`src/bfuh_params.svh`:
```
// offsets, field values, status words and codes of the binary update handler
`ifndef BFUH_PARAMS_SVH
`define BFUH_PARAMS_SVH
`define BFUH_A_HDR      8'h00
`define BFUH_A_LEN      8'h04
`define BFUH_A_CTRL     8'h08
`define BFUH_A_DATA     8'h0C
`define BFUH_A_STAT     8'h10
`define BFUH_A_SESS     8'h14
`define BFUH_A_FTAB     8'h20
`define BFUH_NFILES     8
`define BFUH_CLA        8'h00
`define BFUH_INS        8'hD6
`define BFUH_SFI_CUR    5'h00
`define BFUH_SFI_RSVD   5'h1F
`define BFUH_AR_FREE    4'hE
`define BFUH_HDR_LEN    9'h005
`define BFUH_SW_OK      16'h9000
`define BFUH_SW_MEMFAIL 16'h6581
`define BFUH_SW_BADLEN  16'h6700
`define BFUH_SW_SECURE  16'h6982
`define BFUH_SW_COND    16'h6985
`define BFUH_SW_NOFILE  16'h6A82
`define BFUH_SW_PARAMS  16'h6A86
`define BFUH_SW_CLASS   16'h6E00
`define BFUH_OP_BEGIN   2'h1
`define BFUH_OP_WRITE   2'h2
`define BFUH_OP_COMMIT  2'h3
`define BFUH_RESP_OKAY  2'h0
`define BFUH_RESP_SLVERR 2'h2
`define BFUH_STAT_RST   16'h0000
`endif

```
`src/bfuh_pkg.sv`:
```
// types of the binary update handler
package bfuh_pkg;
    typedef enum logic [2:0] {
        S_IDLE   = 3'b000,
        S_CHECK  = 3'b001,
        S_BEGIN  = 3'b010,
        S_WAIT   = 3'b011,
        S_WRITE  = 3'b100,
        S_COMMIT = 3'b101
    } bfuh_state_t;

    typedef struct packed {
        logic        present;
        logic        stdData;
        logic [4:0]  sfi;
        logic [3:0]  wrRight;
        logic [3:0]  rwRight;
        logic        rsvd;
        logic [15:0] size;
    } bfuh_file_t;

    typedef struct packed {
        logic [22:0] rsvd;
        logic        plainMode;
        logic        tmacPresent;
        logic        chainBusy;
        logic        lrpAuth;
        logic        aesAuth;
        logic [2:0]  selIdx;
        logic        selValid;
    } bfuh_sess_t;

    typedef struct packed {
        logic        valid;
        logic [1:0]  op;
        logic [2:0]  fileIdx;
        logic [14:0] addr;
        logic [7:0]  data;
    } bfuh_nvm_t;
endpackage

```
`src/bfuh_update_handler.sv`:
```
// update-binary command interpreter with AXI4-Lite registers and a journalled NV port
//
// Our own choices: the register offsets and the AXI4-Lite register port.
`include "bfuh_params.svh"

module bfuh_update_handler (
    input  wire logic               sys_clk,
    input  wire logic               rst_n,
    input  wire logic               ce,
    input  wire logic [7:0]         s_axi_awaddr,
    input  wire logic               s_axi_awvalid,
    output logic                    s_axi_awready,
    input  wire logic [31:0]        s_axi_wdata,
    input  wire logic [3:0]         s_axi_wstrb,
    input  wire logic               s_axi_wvalid,
    output logic                    s_axi_wready,
    output logic [1:0]              s_axi_bresp,
    output logic                    s_axi_bvalid,
    input  wire logic               s_axi_bready,
    input  wire logic [7:0]         s_axi_araddr,
    input  wire logic               s_axi_arvalid,
    output logic                    s_axi_arready,
    output logic [31:0]             s_axi_rdata,
    output logic [1:0]              s_axi_rresp,
    output logic                    s_axi_rvalid,
    input  wire logic               s_axi_rready,
    output bfuh_pkg::bfuh_nvm_t     nvmReq,
    input  wire logic               nvmReady,
    input  wire logic               nvmFail,
    output logic [15:0]             statusWord,
    output logic                    cmdDone
);
    // ------------------------------------------------------------
    // helpers
    // ------------------------------------------------------------
    function automatic logic mapped(input logic [7:0] a);
        mapped = (a[1:0] == 2'b00) && (a <= `BFUH_A_SESS ||
                 (a >= `BFUH_A_FTAB && a < `BFUH_A_FTAB + 8'(4 * `BFUH_NFILES)));
    endfunction

    function automatic logic [31:0] merge(input logic [31:0] o, input logic [31:0] n,
                                          input logic [3:0] s);
        for (int b = 0; b < 4; b++) begin
            merge[8*b +: 8] = s[b] ? n[8*b +: 8] : o[8*b +: 8];
        end
    endfunction

    function automatic logic isFree(input logic [3:0] ar);
        isFree = (ar == `BFUH_AR_FREE);
    endfunction

    // ------------------------------------------------------------
    // state
    // ------------------------------------------------------------
    bfuh_pkg::bfuh_state_t stateReg, stateNext;
    bfuh_pkg::bfuh_file_t  ftabReg [`BFUH_NFILES];
    bfuh_pkg::bfuh_file_t  ftabNext [`BFUH_NFILES];
    bfuh_pkg::bfuh_sess_t  sessReg, sessNext;
    bfuh_pkg::bfuh_nvm_t   nvmReg, nvmNext;
    logic [31:0] hdrReg, hdrNext;
    logic [31:0] lenReg, lenNext;
    logic [15:0] swReg, swNext;
    logic        doneReg, doneNext;
    logic [14:0] offReg, offNext;
    logic [2:0]  tgtReg, tgtNext;
    logic [7:0]  cntReg, cntNext;
    logic        awHeldReg, awHeldNext, wHeldReg, wHeldNext;
    logic [7:0]  awAddrReg, awAddrNext;
    logic [31:0] wDataReg, wDataNext, rDataReg, rDataNext;
    logic [3:0]  wStrbReg, wStrbNext;
    logic        awRdyReg, wRdyReg, arRdyReg, bValReg, rValReg;
    logic        bValNext, rValNext;
    logic [1:0]  bRespReg, bRespNext, rRespReg, rRespNext;

    // ------------------------------------------------------------
    // command decode
    // ------------------------------------------------------------
    logic [7:0]  cla, ins, p1, p2, lc;
    logic [8:0]  apduLen;
    logic        sfiMode, bySfi, tgtFound, start;
    logic [4:0]  sfi;
    logic [14:0] offset;
    logic [2:0]  hitIdx, tgtIdx;
    logic [`BFUH_NFILES-1:0] hit;
    logic [15:0] chkSw;
    bfuh_pkg::bfuh_file_t tgt;

    assign cla     = hdrReg[31:24];
    assign ins     = hdrReg[23:16];
    assign p1      = hdrReg[15:8];
    assign p2      = hdrReg[7:0];
    assign lc      = lenReg[7:0];
    assign apduLen = lenReg[16:8];
    assign sfiMode = p1[7];
    assign sfi     = p1[4:0];
    assign bySfi   = sfiMode && (sfi != `BFUH_SFI_CUR);
    assign offset  = sfiMode ? {7'h00, p2} : {p1[6:0], p2};

    genvar gi;
    generate
        for (gi = 0; gi < `BFUH_NFILES; gi++) begin : g_hit
            assign hit[gi] = ftabReg[gi].present && (ftabReg[gi].sfi == sfi);
        end
    endgenerate

    always_comb begin
        hitIdx = 3'h0;
        for (int i = `BFUH_NFILES - 1; i >= 0; i--) begin
            if (hit[i]) begin
                hitIdx = 3'(i);
            end
        end
    end

    // id 00h keeps the selection, other ids address by lookup
    assign tgtIdx   = bySfi ? hitIdx : sessReg.selIdx;
    assign tgt      = ftabReg[tgtIdx];
    assign tgtFound = bySfi ? (|hit) : tgt.present;

    // first failing check decides the word; order mirrors reader expectations
    always_comb begin
        if (cla != `BFUH_CLA || ins != `BFUH_INS) begin
            chkSw = `BFUH_SW_CLASS;
        end else if (lc == 8'h00 || apduLen != 9'(`BFUH_HDR_LEN + {1'b0, lc})) begin
            chkSw = `BFUH_SW_BADLEN;
        end else if (sfiMode && (p1[6:5] != 2'b00 || sfi == `BFUH_SFI_RSVD)) begin
            chkSw = `BFUH_SW_PARAMS;
        end else if (sessReg.chainBusy || (!bySfi && !sessReg.selValid)) begin
            chkSw = `BFUH_SW_COND;
        end else if (!tgtFound) begin
            chkSw = `BFUH_SW_NOFILE;
        end else if (!tgt.stdData) begin
            chkSw = `BFUH_SW_COND;
        end else if (sessReg.tmacPresent) begin
            chkSw = `BFUH_SW_COND;
        end else if (sessReg.aesAuth || sessReg.lrpAuth || !sessReg.plainMode) begin
            chkSw = `BFUH_SW_SECURE;
        end else if (!isFree(tgt.wrRight) && !isFree(tgt.rwRight)) begin
            chkSw = `BFUH_SW_SECURE;
        end else if (16'({1'b0, offset} + {8'h00, lc}) > tgt.size) begin
            chkSw = `BFUH_SW_COND;
        end else begin
            chkSw = `BFUH_SW_OK;
        end
    end

    // ------------------------------------------------------------
    // next state: bus slave and command sequencer
    // ------------------------------------------------------------
    logic wrDo, rdDo;
    assign wrDo = awHeldReg && wHeldReg && !bValReg;
    assign rdDo = s_axi_arvalid && arRdyReg;
    assign start = wrDo && awAddrReg == `BFUH_A_CTRL && wStrbReg[0] && wDataReg[0];

    always_comb begin
        stateNext  = stateReg;
        ftabNext   = ftabReg;
        sessNext   = sessReg;
        nvmNext    = nvmReg;
        hdrNext    = hdrReg;
        lenNext    = lenReg;
        swNext     = swReg;
        doneNext   = doneReg;
        offNext    = offReg;
        tgtNext    = tgtReg;
        cntNext    = cntReg;
        awHeldNext = awHeldReg;
        wHeldNext  = wHeldReg;
        awAddrNext = awAddrReg;
        wDataNext  = wDataReg;
        wStrbNext  = wStrbReg;
        bValNext   = bValReg;
        bRespNext  = bRespReg;
        rValNext   = rValReg;
        rRespNext  = rRespReg;
        rDataNext  = rDataReg;

        if (s_axi_awvalid && awRdyReg) begin
            awHeldNext = 1'b1;
            awAddrNext = s_axi_awaddr;
        end
        if (s_axi_wvalid && wRdyReg) begin
            wHeldNext = 1'b1;
            wDataNext = s_axi_wdata;
            wStrbNext = s_axi_wstrb;
        end
        if (s_axi_bvalid && s_axi_bready) begin
            bValNext = 1'b0;
        end
        // header and table stay frozen while a command runs
        if (wrDo) begin
            awHeldNext = 1'b0;
            wHeldNext  = 1'b0;
            bValNext   = 1'b1;
            bRespNext  = mapped(awAddrReg) ? `BFUH_RESP_OKAY : `BFUH_RESP_SLVERR;
            if (stateReg == bfuh_pkg::S_IDLE) begin
                case (awAddrReg)
                    `BFUH_A_HDR:  hdrNext  = merge(hdrReg, wDataReg, wStrbReg);
                    `BFUH_A_LEN:  lenNext  = merge(lenReg, wDataReg, wStrbReg);
                    `BFUH_A_SESS: sessNext = merge(sessReg, wDataReg, wStrbReg);
                    default: begin
                        for (int i = 0; i < `BFUH_NFILES; i++) begin
                            if (awAddrReg == `BFUH_A_FTAB + 8'(4 * i)) begin
                                ftabNext[i] = merge(ftabReg[i], wDataReg, wStrbReg);
                            end
                        end
                    end
                endcase
            end
        end
        if (s_axi_rvalid && s_axi_rready) begin
            rValNext = 1'b0;
        end
        if (rdDo) begin
            rValNext  = 1'b1;
            rRespNext = mapped(s_axi_araddr) ? `BFUH_RESP_OKAY : `BFUH_RESP_SLVERR;
            case (s_axi_araddr)
                `BFUH_A_HDR:  rDataNext = hdrReg;
                `BFUH_A_LEN:  rDataNext = {15'h0000, lenReg[16:0]};
                `BFUH_A_STAT: rDataNext = {swReg, 3'h0, cntReg, stateReg,
                                           stateReg == bfuh_pkg::S_WAIT, doneReg};
                `BFUH_A_SESS: rDataNext = sessReg;
                default: begin
                    rDataNext = 32'h0000_0000;
                    for (int i = 0; i < `BFUH_NFILES; i++) begin
                        if (s_axi_araddr == `BFUH_A_FTAB + 8'(4 * i)) begin
                            rDataNext = ftabReg[i];
                        end
                    end
                end
            endcase
        end

        case (stateReg)
            bfuh_pkg::S_IDLE: begin
                if (start) begin
                    doneNext  = 1'b0;
                    stateNext = bfuh_pkg::S_CHECK;
                end
            end
            bfuh_pkg::S_CHECK: begin
                // nothing reaches the memory port unless every check passed
                if (chkSw != `BFUH_SW_OK) begin
                    swNext    = chkSw;
                    doneNext  = 1'b1;
                    stateNext = bfuh_pkg::S_IDLE;
                end else begin
                    offNext   = offset;
                    tgtNext   = tgtIdx;
                    cntNext   = 8'h00;
                    sessNext.selValid = 1'b1;
                    sessNext.selIdx   = tgtIdx;
                    nvmNext   = '{1'b1, `BFUH_OP_BEGIN, tgtIdx, offset, 8'h00};
                    stateNext = bfuh_pkg::S_BEGIN;
                end
            end
            bfuh_pkg::S_WAIT: begin
                if (wrDo && awAddrReg == `BFUH_A_DATA) begin
                    nvmNext = '{1'b1, `BFUH_OP_WRITE, tgtReg,
                                15'(offReg + {7'h00, cntReg}), wDataReg[7:0]};
                    stateNext = bfuh_pkg::S_WRITE;
                end
            end
            bfuh_pkg::S_BEGIN, bfuh_pkg::S_WRITE, bfuh_pkg::S_COMMIT: begin
                if (nvmReady) begin
                    nvmNext.valid = 1'b0;
                    if (nvmFail) begin
                        // uncommitted journal is dropped by the memory side
                        swNext    = `BFUH_SW_MEMFAIL;
                        doneNext  = 1'b1;
                        stateNext = bfuh_pkg::S_IDLE;
                    end else if (stateReg == bfuh_pkg::S_BEGIN) begin
                        stateNext = bfuh_pkg::S_WAIT;
                    end else if (stateReg == bfuh_pkg::S_COMMIT) begin
                        swNext    = `BFUH_SW_OK;
                        doneNext  = 1'b1;
                        stateNext = bfuh_pkg::S_IDLE;
                    end else begin
                        cntNext = 8'(cntReg + 8'h01);
                        if (8'(cntReg + 8'h01) == lc) begin
                            // one commit per frame; a command sent while a chain is busy is refused at the check and never gets here
                            nvmNext = '{1'b1, `BFUH_OP_COMMIT, tgtReg, offReg, 8'h00};
                            stateNext = bfuh_pkg::S_COMMIT;
                        end else begin
                            stateNext = bfuh_pkg::S_WAIT;
                        end
                    end
                end
            end
            default: stateNext = bfuh_pkg::S_IDLE;
        endcase
    end

    // ------------------------------------------------------------
    // registers
    // ------------------------------------------------------------
    always_ff @(posedge sys_clk) begin
        if (!rst_n) begin
            stateReg  <= bfuh_pkg::S_IDLE;
            ftabReg   <= '{default: '0};
            sessReg   <= '0;
            nvmReg    <= '0;
            hdrReg    <= 32'h0000_0000;
            lenReg    <= 32'h0000_0000;
            swReg     <= `BFUH_STAT_RST;
            doneReg   <= 1'b0;
            offReg    <= 15'h0000;
            tgtReg    <= 3'h0;
            cntReg    <= 8'h00;
            awHeldReg <= 1'b0;
            wHeldReg  <= 1'b0;
            awAddrReg <= 8'h00;
            wDataReg  <= 32'h0000_0000;
            wStrbReg  <= 4'h0;
            awRdyReg  <= 1'b0;
            wRdyReg   <= 1'b0;
            arRdyReg  <= 1'b0;
            bValReg   <= 1'b0;
            bRespReg  <= 2'h0;
            rValReg   <= 1'b0;
            rRespReg  <= 2'h0;
            rDataReg  <= 32'h0000_0000;
        end else if (ce) begin
            stateReg  <= stateNext;
            ftabReg   <= ftabNext;
            sessReg   <= sessNext;
            nvmReg    <= nvmNext;
            hdrReg    <= hdrNext;
            lenReg    <= lenNext;
            swReg     <= swNext;
            doneReg   <= doneNext;
            offReg    <= offNext;
            tgtReg    <= tgtNext;
            cntReg    <= cntNext;
            awHeldReg <= awHeldNext;
            wHeldReg  <= wHeldNext;
            awAddrReg <= awAddrNext;
            wDataReg  <= wDataNext;
            wStrbReg  <= wStrbNext;
            awRdyReg  <= !awHeldNext;
            wRdyReg   <= !wHeldNext;
            arRdyReg  <= !rValNext;
            bValReg   <= bValNext;
            bRespReg  <= bRespNext;
            rValReg   <= rValNext;
            rRespReg  <= rRespNext;
            rDataReg  <= rDataNext;
        end
    end

    assign s_axi_awready = awRdyReg;
    assign s_axi_wready  = wRdyReg;
    assign s_axi_bvalid  = bValReg;
    assign s_axi_bresp   = bRespReg;
    assign s_axi_arready = arRdyReg;
    assign s_axi_rvalid  = rValReg;
    assign s_axi_rresp   = rRespReg;
    assign s_axi_rdata   = rDataReg;
    assign nvmReq        = nvmReg;
    assign statusWord    = swReg;
    assign cmdDone       = doneReg;
endmodule

```
`config.mk`:
```
export PLATFORM = sky130hd
export DESIGN_NAME = bfuh_update_handler
export DESIGN_NICKNAME = d
export VERILOG_FILES = /design/src/bfuh_pkg.sv /design/src/bfuh_update_handler.sv
export VERILOG_INCLUDE_DIRS = /design/src
export SDC_FILE = /design/constraint.sdc
export NUM_CORES = 1
export LEC_CHECK = 0
export ABC_AREA = 1
export BUFFER_PORTS_ARGS = -buffer_cell sky130_fd_sc_hd__buf_2
export CORE_AREA = 2 2 211 213
export CTS_BUF_LIST = sky130_fd_sc_hd__clkbuf_2 sky130_fd_sc_hd__clkbuf_4 sky130_fd_sc_hd__clkbuf_8
export DETAILED_ROUTE_END_ITERATION = 8
export DIE_AREA = 0 0 213 215
export PLACE_DENSITY = 0.79
export SKIP_CTS_REPAIR_TIMING = 1
export SLEW_MARGIN = 5
export SYNTH_ARGS = -nofsm -noshare
export SYNTH_HDL_FRONTEND = slang
export SYNTH_SLANG_ARGS = --single-unit
```
`constraint.sdc`:
```
create_clock -name sys_clk -period 6.4 [get_ports sys_clk]
set_input_delay 1.28 -clock sys_clk [delete_from_list [all_inputs] [get_ports sys_clk]]
set_output_delay 1.28 -clock sys_clk [all_outputs]
set_load 0.005 [all_outputs]
```
==> results.toml <==
[power_and_ir_drop]
power_leakage_nw = 10.3
cellInternalPower_mw = 4.70
p_sw_frac = 0.237
irDropWorstVdd_uv = 133
clock_power_share = 0.465
p_sw_mw = 1.46
comb_power_share = 0.034
sequentialPowerShare = 0.501
power_density_nw_per_um2 = 235

[floorplan]
die_outline_area_um2 = 45800
dieWidth_um = 213
die_height_um = 215
core_area_um2 = 43600
io_pins = 149
floorplan.initialDensity = 0.544
placement_rows = 77

[route]
route.vias.total = 24552
ant_nets = 0
wl_per_cell_um = 20.8
finalWirelength_mm = 83.0
drt_iter0_markers = 3514
detail_route.first_pass.iterations = 6
route.detailed.vias_per_inst = 6.14
post-route-drc-count = 0

[critical_path]
cp_max_fo = 42
worst_path_most_repeated_cell = "sky130_fd_sc_hd__nand2_1"
timing.critical_path.required_ps = 7000
worstSetupStartpointType = "flop"
crit_path_top_delay_cell = "sky130_fd_sc_hd__dfxtp_1"
cp.buffers_inverters = 4
timing.setup.critical_path_class = "reg -> reg"
cp_top_family = "simple AND/OR/NAND/NOR gates"
slowest_delay_ps = 660
timing.critical_path.to_type = "flop"
worst_ep_arrival_time_ps = 6370

[layout]
area.growth.synth_to_final_pct = 10.4
post_layout_nonfiller_instances = 4001
finalNetCount = 3446
layout-drive-gt1-share = 0.103
finalInstanceArea_um2 = 26200
postLayoutCoreUtil = 0.600

[global_route]
globalRoute.totalOverflow = 0
grt_usage = 0.358
maximum_number_of_pins_on_one_net_before_global_route_repair = 186
number_of_antenna_violations_at_the_first_check_in_global_routing = 6
grt_pass1_wl_mm = 128
first_global_vias = 22537

[synthesis]
most_used_dff_post_synth = "sky130_fd_sc_hd__dfxtp_1"
post_synth_main_area_contributors = "sky130_fd_sc_hd__dfxtp_1 (41%), sky130_fd_sc_hd__o21ai_0 (10%), sky130_fd_sc_hd__a21oi_1 (10%), sky130_fd_sc_hd__nand2_1 (7.1%), sky130_fd_sc_hd__nor2_1 (5.2%)"
yosys_register_bits = 491
netlist.top_cell.by_area = "sky130_fd_sc_hd__dfxtp_1"
syn_inst = 3309
synth-warning-count = 0
ys_seq_area_frac = 0.414
synthMostInstantiatedCell = "sky130_fd_sc_hd__o21ai_0"
synth.distinct_cells = 57
synth.cells.most_frequent = "sky130_fd_sc_hd__o21ai_0 (498), sky130_fd_sc_hd__dfxtp_1 (491), sky130_fd_sc_hd__a21oi_1 (472)"
post-synth-top-area-fraction = 0.414
synth-edff-count = 0
asyncSetResetFlopFracSynth = 0
syn_avg_cell_area_um2 = 7.17
netlist_area_um2 = 23700

[clocking]
cts_made_buffers = 78
clkTransAtPathRegs_ps = 60
cts_tree = "built"
clock_sinks = 491
ctsHtreeMaxLevel = 3
cts_root_buf = "sky130_fd_sc_hd__clkbuf_8"
clkLatencyLatePin_ps = 670
maximum_clock_path_buffer_count = 3

[timing]
finalWorstPathRequiredPeriod_ps = 5760
clock-skew-final_ps = 18.6
grt_setup_unrepaired = "no"
finalSetupViolCount = 0
post-route-period-util = 0.901
finalSetupTns_ps = 0
timing_hold_violations_final = 0
final-max-slew-violation-count = 0
fmax_mhz = 173
max-slew-margin-rel = 0.192
worst_slack_ps = 635
max_slew.worst_pin.slew_ps = 1210

[place]
finalWeightedCongestion = 1.04
numPortBuffers = 142
place_inst = 3859
dp_worst_setup_slack_ps = 630
hpwlAfterDp_mm = 57.9
dpl-instance-area_um2 = 24500

[job]
max-cap-violations = 0

[outcome]
outcome = "finished clean"

[worst_hold_path]
worstHoldPathType = "reg -> reg"
[tightest hold or removal path, delay by kind of cell, from the launching register on]
kind	cells	cell delay, ps
flip-flops	1	310
AO/OA/AOI/OAI	1	50
buffers and inverters	1	50
[final timing paths]
check / startpoint / endpoint / slack [ps] / cells after the start
setup reg to reg: hdrReg[12]$_SDFFE_PN0P_ / offReg[11]$_SDFFE_PN0P_ / 640 / 32
setup / recovery: hdrReg[12]$_SDFFE_PN0P_ / offReg[11]$_SDFFE_PN0P_ / 640 / 32
hold reg to reg: awAddrReg[7]$_SDFFE_PN0P_ / awAddrReg[7]$_SDFFE_PN0P_ / 450 / 2
hold / removal: awAddrReg[7]$_SDFFE_PN0P_ / awAddrReg[7]$_SDFFE_PN0P_ / 450 / 2
[cell type report]
type,instances,area (um^2)
inverters,327,1230
repair buffers,168,928
clock buffers,130,1610
fillers,4016,17400
clock inverters,9,56.3
well taps,592,741
multi-input cells,2281,11800
diodes,3,7.51
flip-flops and latches,491,9830
[cells by family (layout without fill, tap and decap cells)]
family,Yosys count,count (layout),share of synthesized area
buffers and inverters,542,634,0.0913
other,1,9,0.000158
and+or+nand+nor,967,967,0.169
adders and majority gates,37,37,0.0201
xor gates and xnor gates,41,41,0.0151
AOI/OAI and AO/OA,1230,1230,0.290
DFF,491,491,0.414
[power by group through the flow]
stage / combinational [mW] / clock (mW) / sequential (mW)
floorplan: 0.120 / 0 / 3.15
CTS: 0.199 / 2.86 / 3.09
detailed placement: 0.198 / 0 / 3.16
finish: 0.207 / 2.87 / 3.09
global route: 0.221 / 3.00 / 3.09
global placement: 0.198 / 0 / 3.16
[per-layer routing]
metal  part of all wire  routed length [um]  GRT usage
met5            0.00042                  35          0
met4              0.056                4690      0.204
met3               0.12                9790     0.0880
met2               0.42               35200      0.528
met1               0.40               33300      0.477
[stage by stage]
stage / hold slack (ps) / power (mW)
6_report: 450 / 6.16
5_1_grt: 469 / 6.31
4_1_cts: 446 / 6.15
3_5_place_dp: 437 / 3.35
3_3_place_gp: 435 / 3.35
2_1_floorplan: 424 / 3.27
[flip-flops by register name, summed over array words and instances, names as in the netlist, 3 cells and up]
| signal | count |
|---|---|
| wStrbReg | 4 |
| lenReg | 17 |
| ftabReg | 256 |
| tgtReg | 3 |
| awAddrReg | 8 |
| statusWord | 10 |
| wDataReg | 32 |
| sessReg | 32 |
| s_axi_rdata | 32 |
| offReg | 15 |
| hdrReg | 32 |
| cntReg | 8 |
| stateReg | 3 |
| nvmReq | 29 |
[layout by cell type (no fill, tap or decap), types with 7 or more instances in the layout]
cell / Yosys / layout
sky130_fd_sc_hd__nand2_1: 446 / 446
sky130_fd_sc_hd__buf_4: 15 / 25
sky130_fd_sc_hd__xnor2_1: 9 / 9
sky130_fd_sc_hd__nor3_1: 35 / 33
sky130_fd_sc_hd__o21ai_0: 498 / 498
sky130_fd_sc_hd__a41oi_1: 7 / 7
sky130_fd_sc_hd__clkbuf_8: 0 / 101
sky130_fd_sc_hd__o221ai_1: 10 / 10
sky130_fd_sc_hd__inv_1: 294 / 294
sky130_fd_sc_hd__nand3_1: 93 / 92
sky130_fd_sc_hd__nor2_1: 332 / 330
sky130_fd_sc_hd__o22ai_1: 25 / 25
sky130_fd_sc_hd__xor2_1: 32 / 32
sky130_fd_sc_hd__o211ai_1: 16 / 16
sky130_fd_sc_hd__o21ai_1: 8 / 8
sky130_fd_sc_hd__o2111ai_1: 18 / 18
sky130_fd_sc_hd__nor4_1: 11 / 11
sky130_fd_sc_hd__a211oi_1: 66 / 66
sky130_fd_sc_hd__a221oi_1: 49 / 49
sky130_fd_sc_hd__buf_2: 8 / 141
sky130_fd_sc_hd__a21oi_1: 472 / 472
sky130_fd_sc_hd__ha_1: 35 / 35
sky130_fd_sc_hd__dfxtp_1: 491 / 490
sky130_fd_sc_hd__nand4_1: 20 / 20
sky130_fd_sc_hd__clkinv_1: 22 / 21
sky130_fd_sc_hd__clkbuf_4: 0 / 29
sky130_fd_sc_hd__inv_2: 11 / 10
sky130_fd_sc_hd__a31oi_1: 18 / 18
sky130_fd_sc_hd__o21bai_1: 10 / 10
Note: power is estimated with default switching activity, not from simulation.
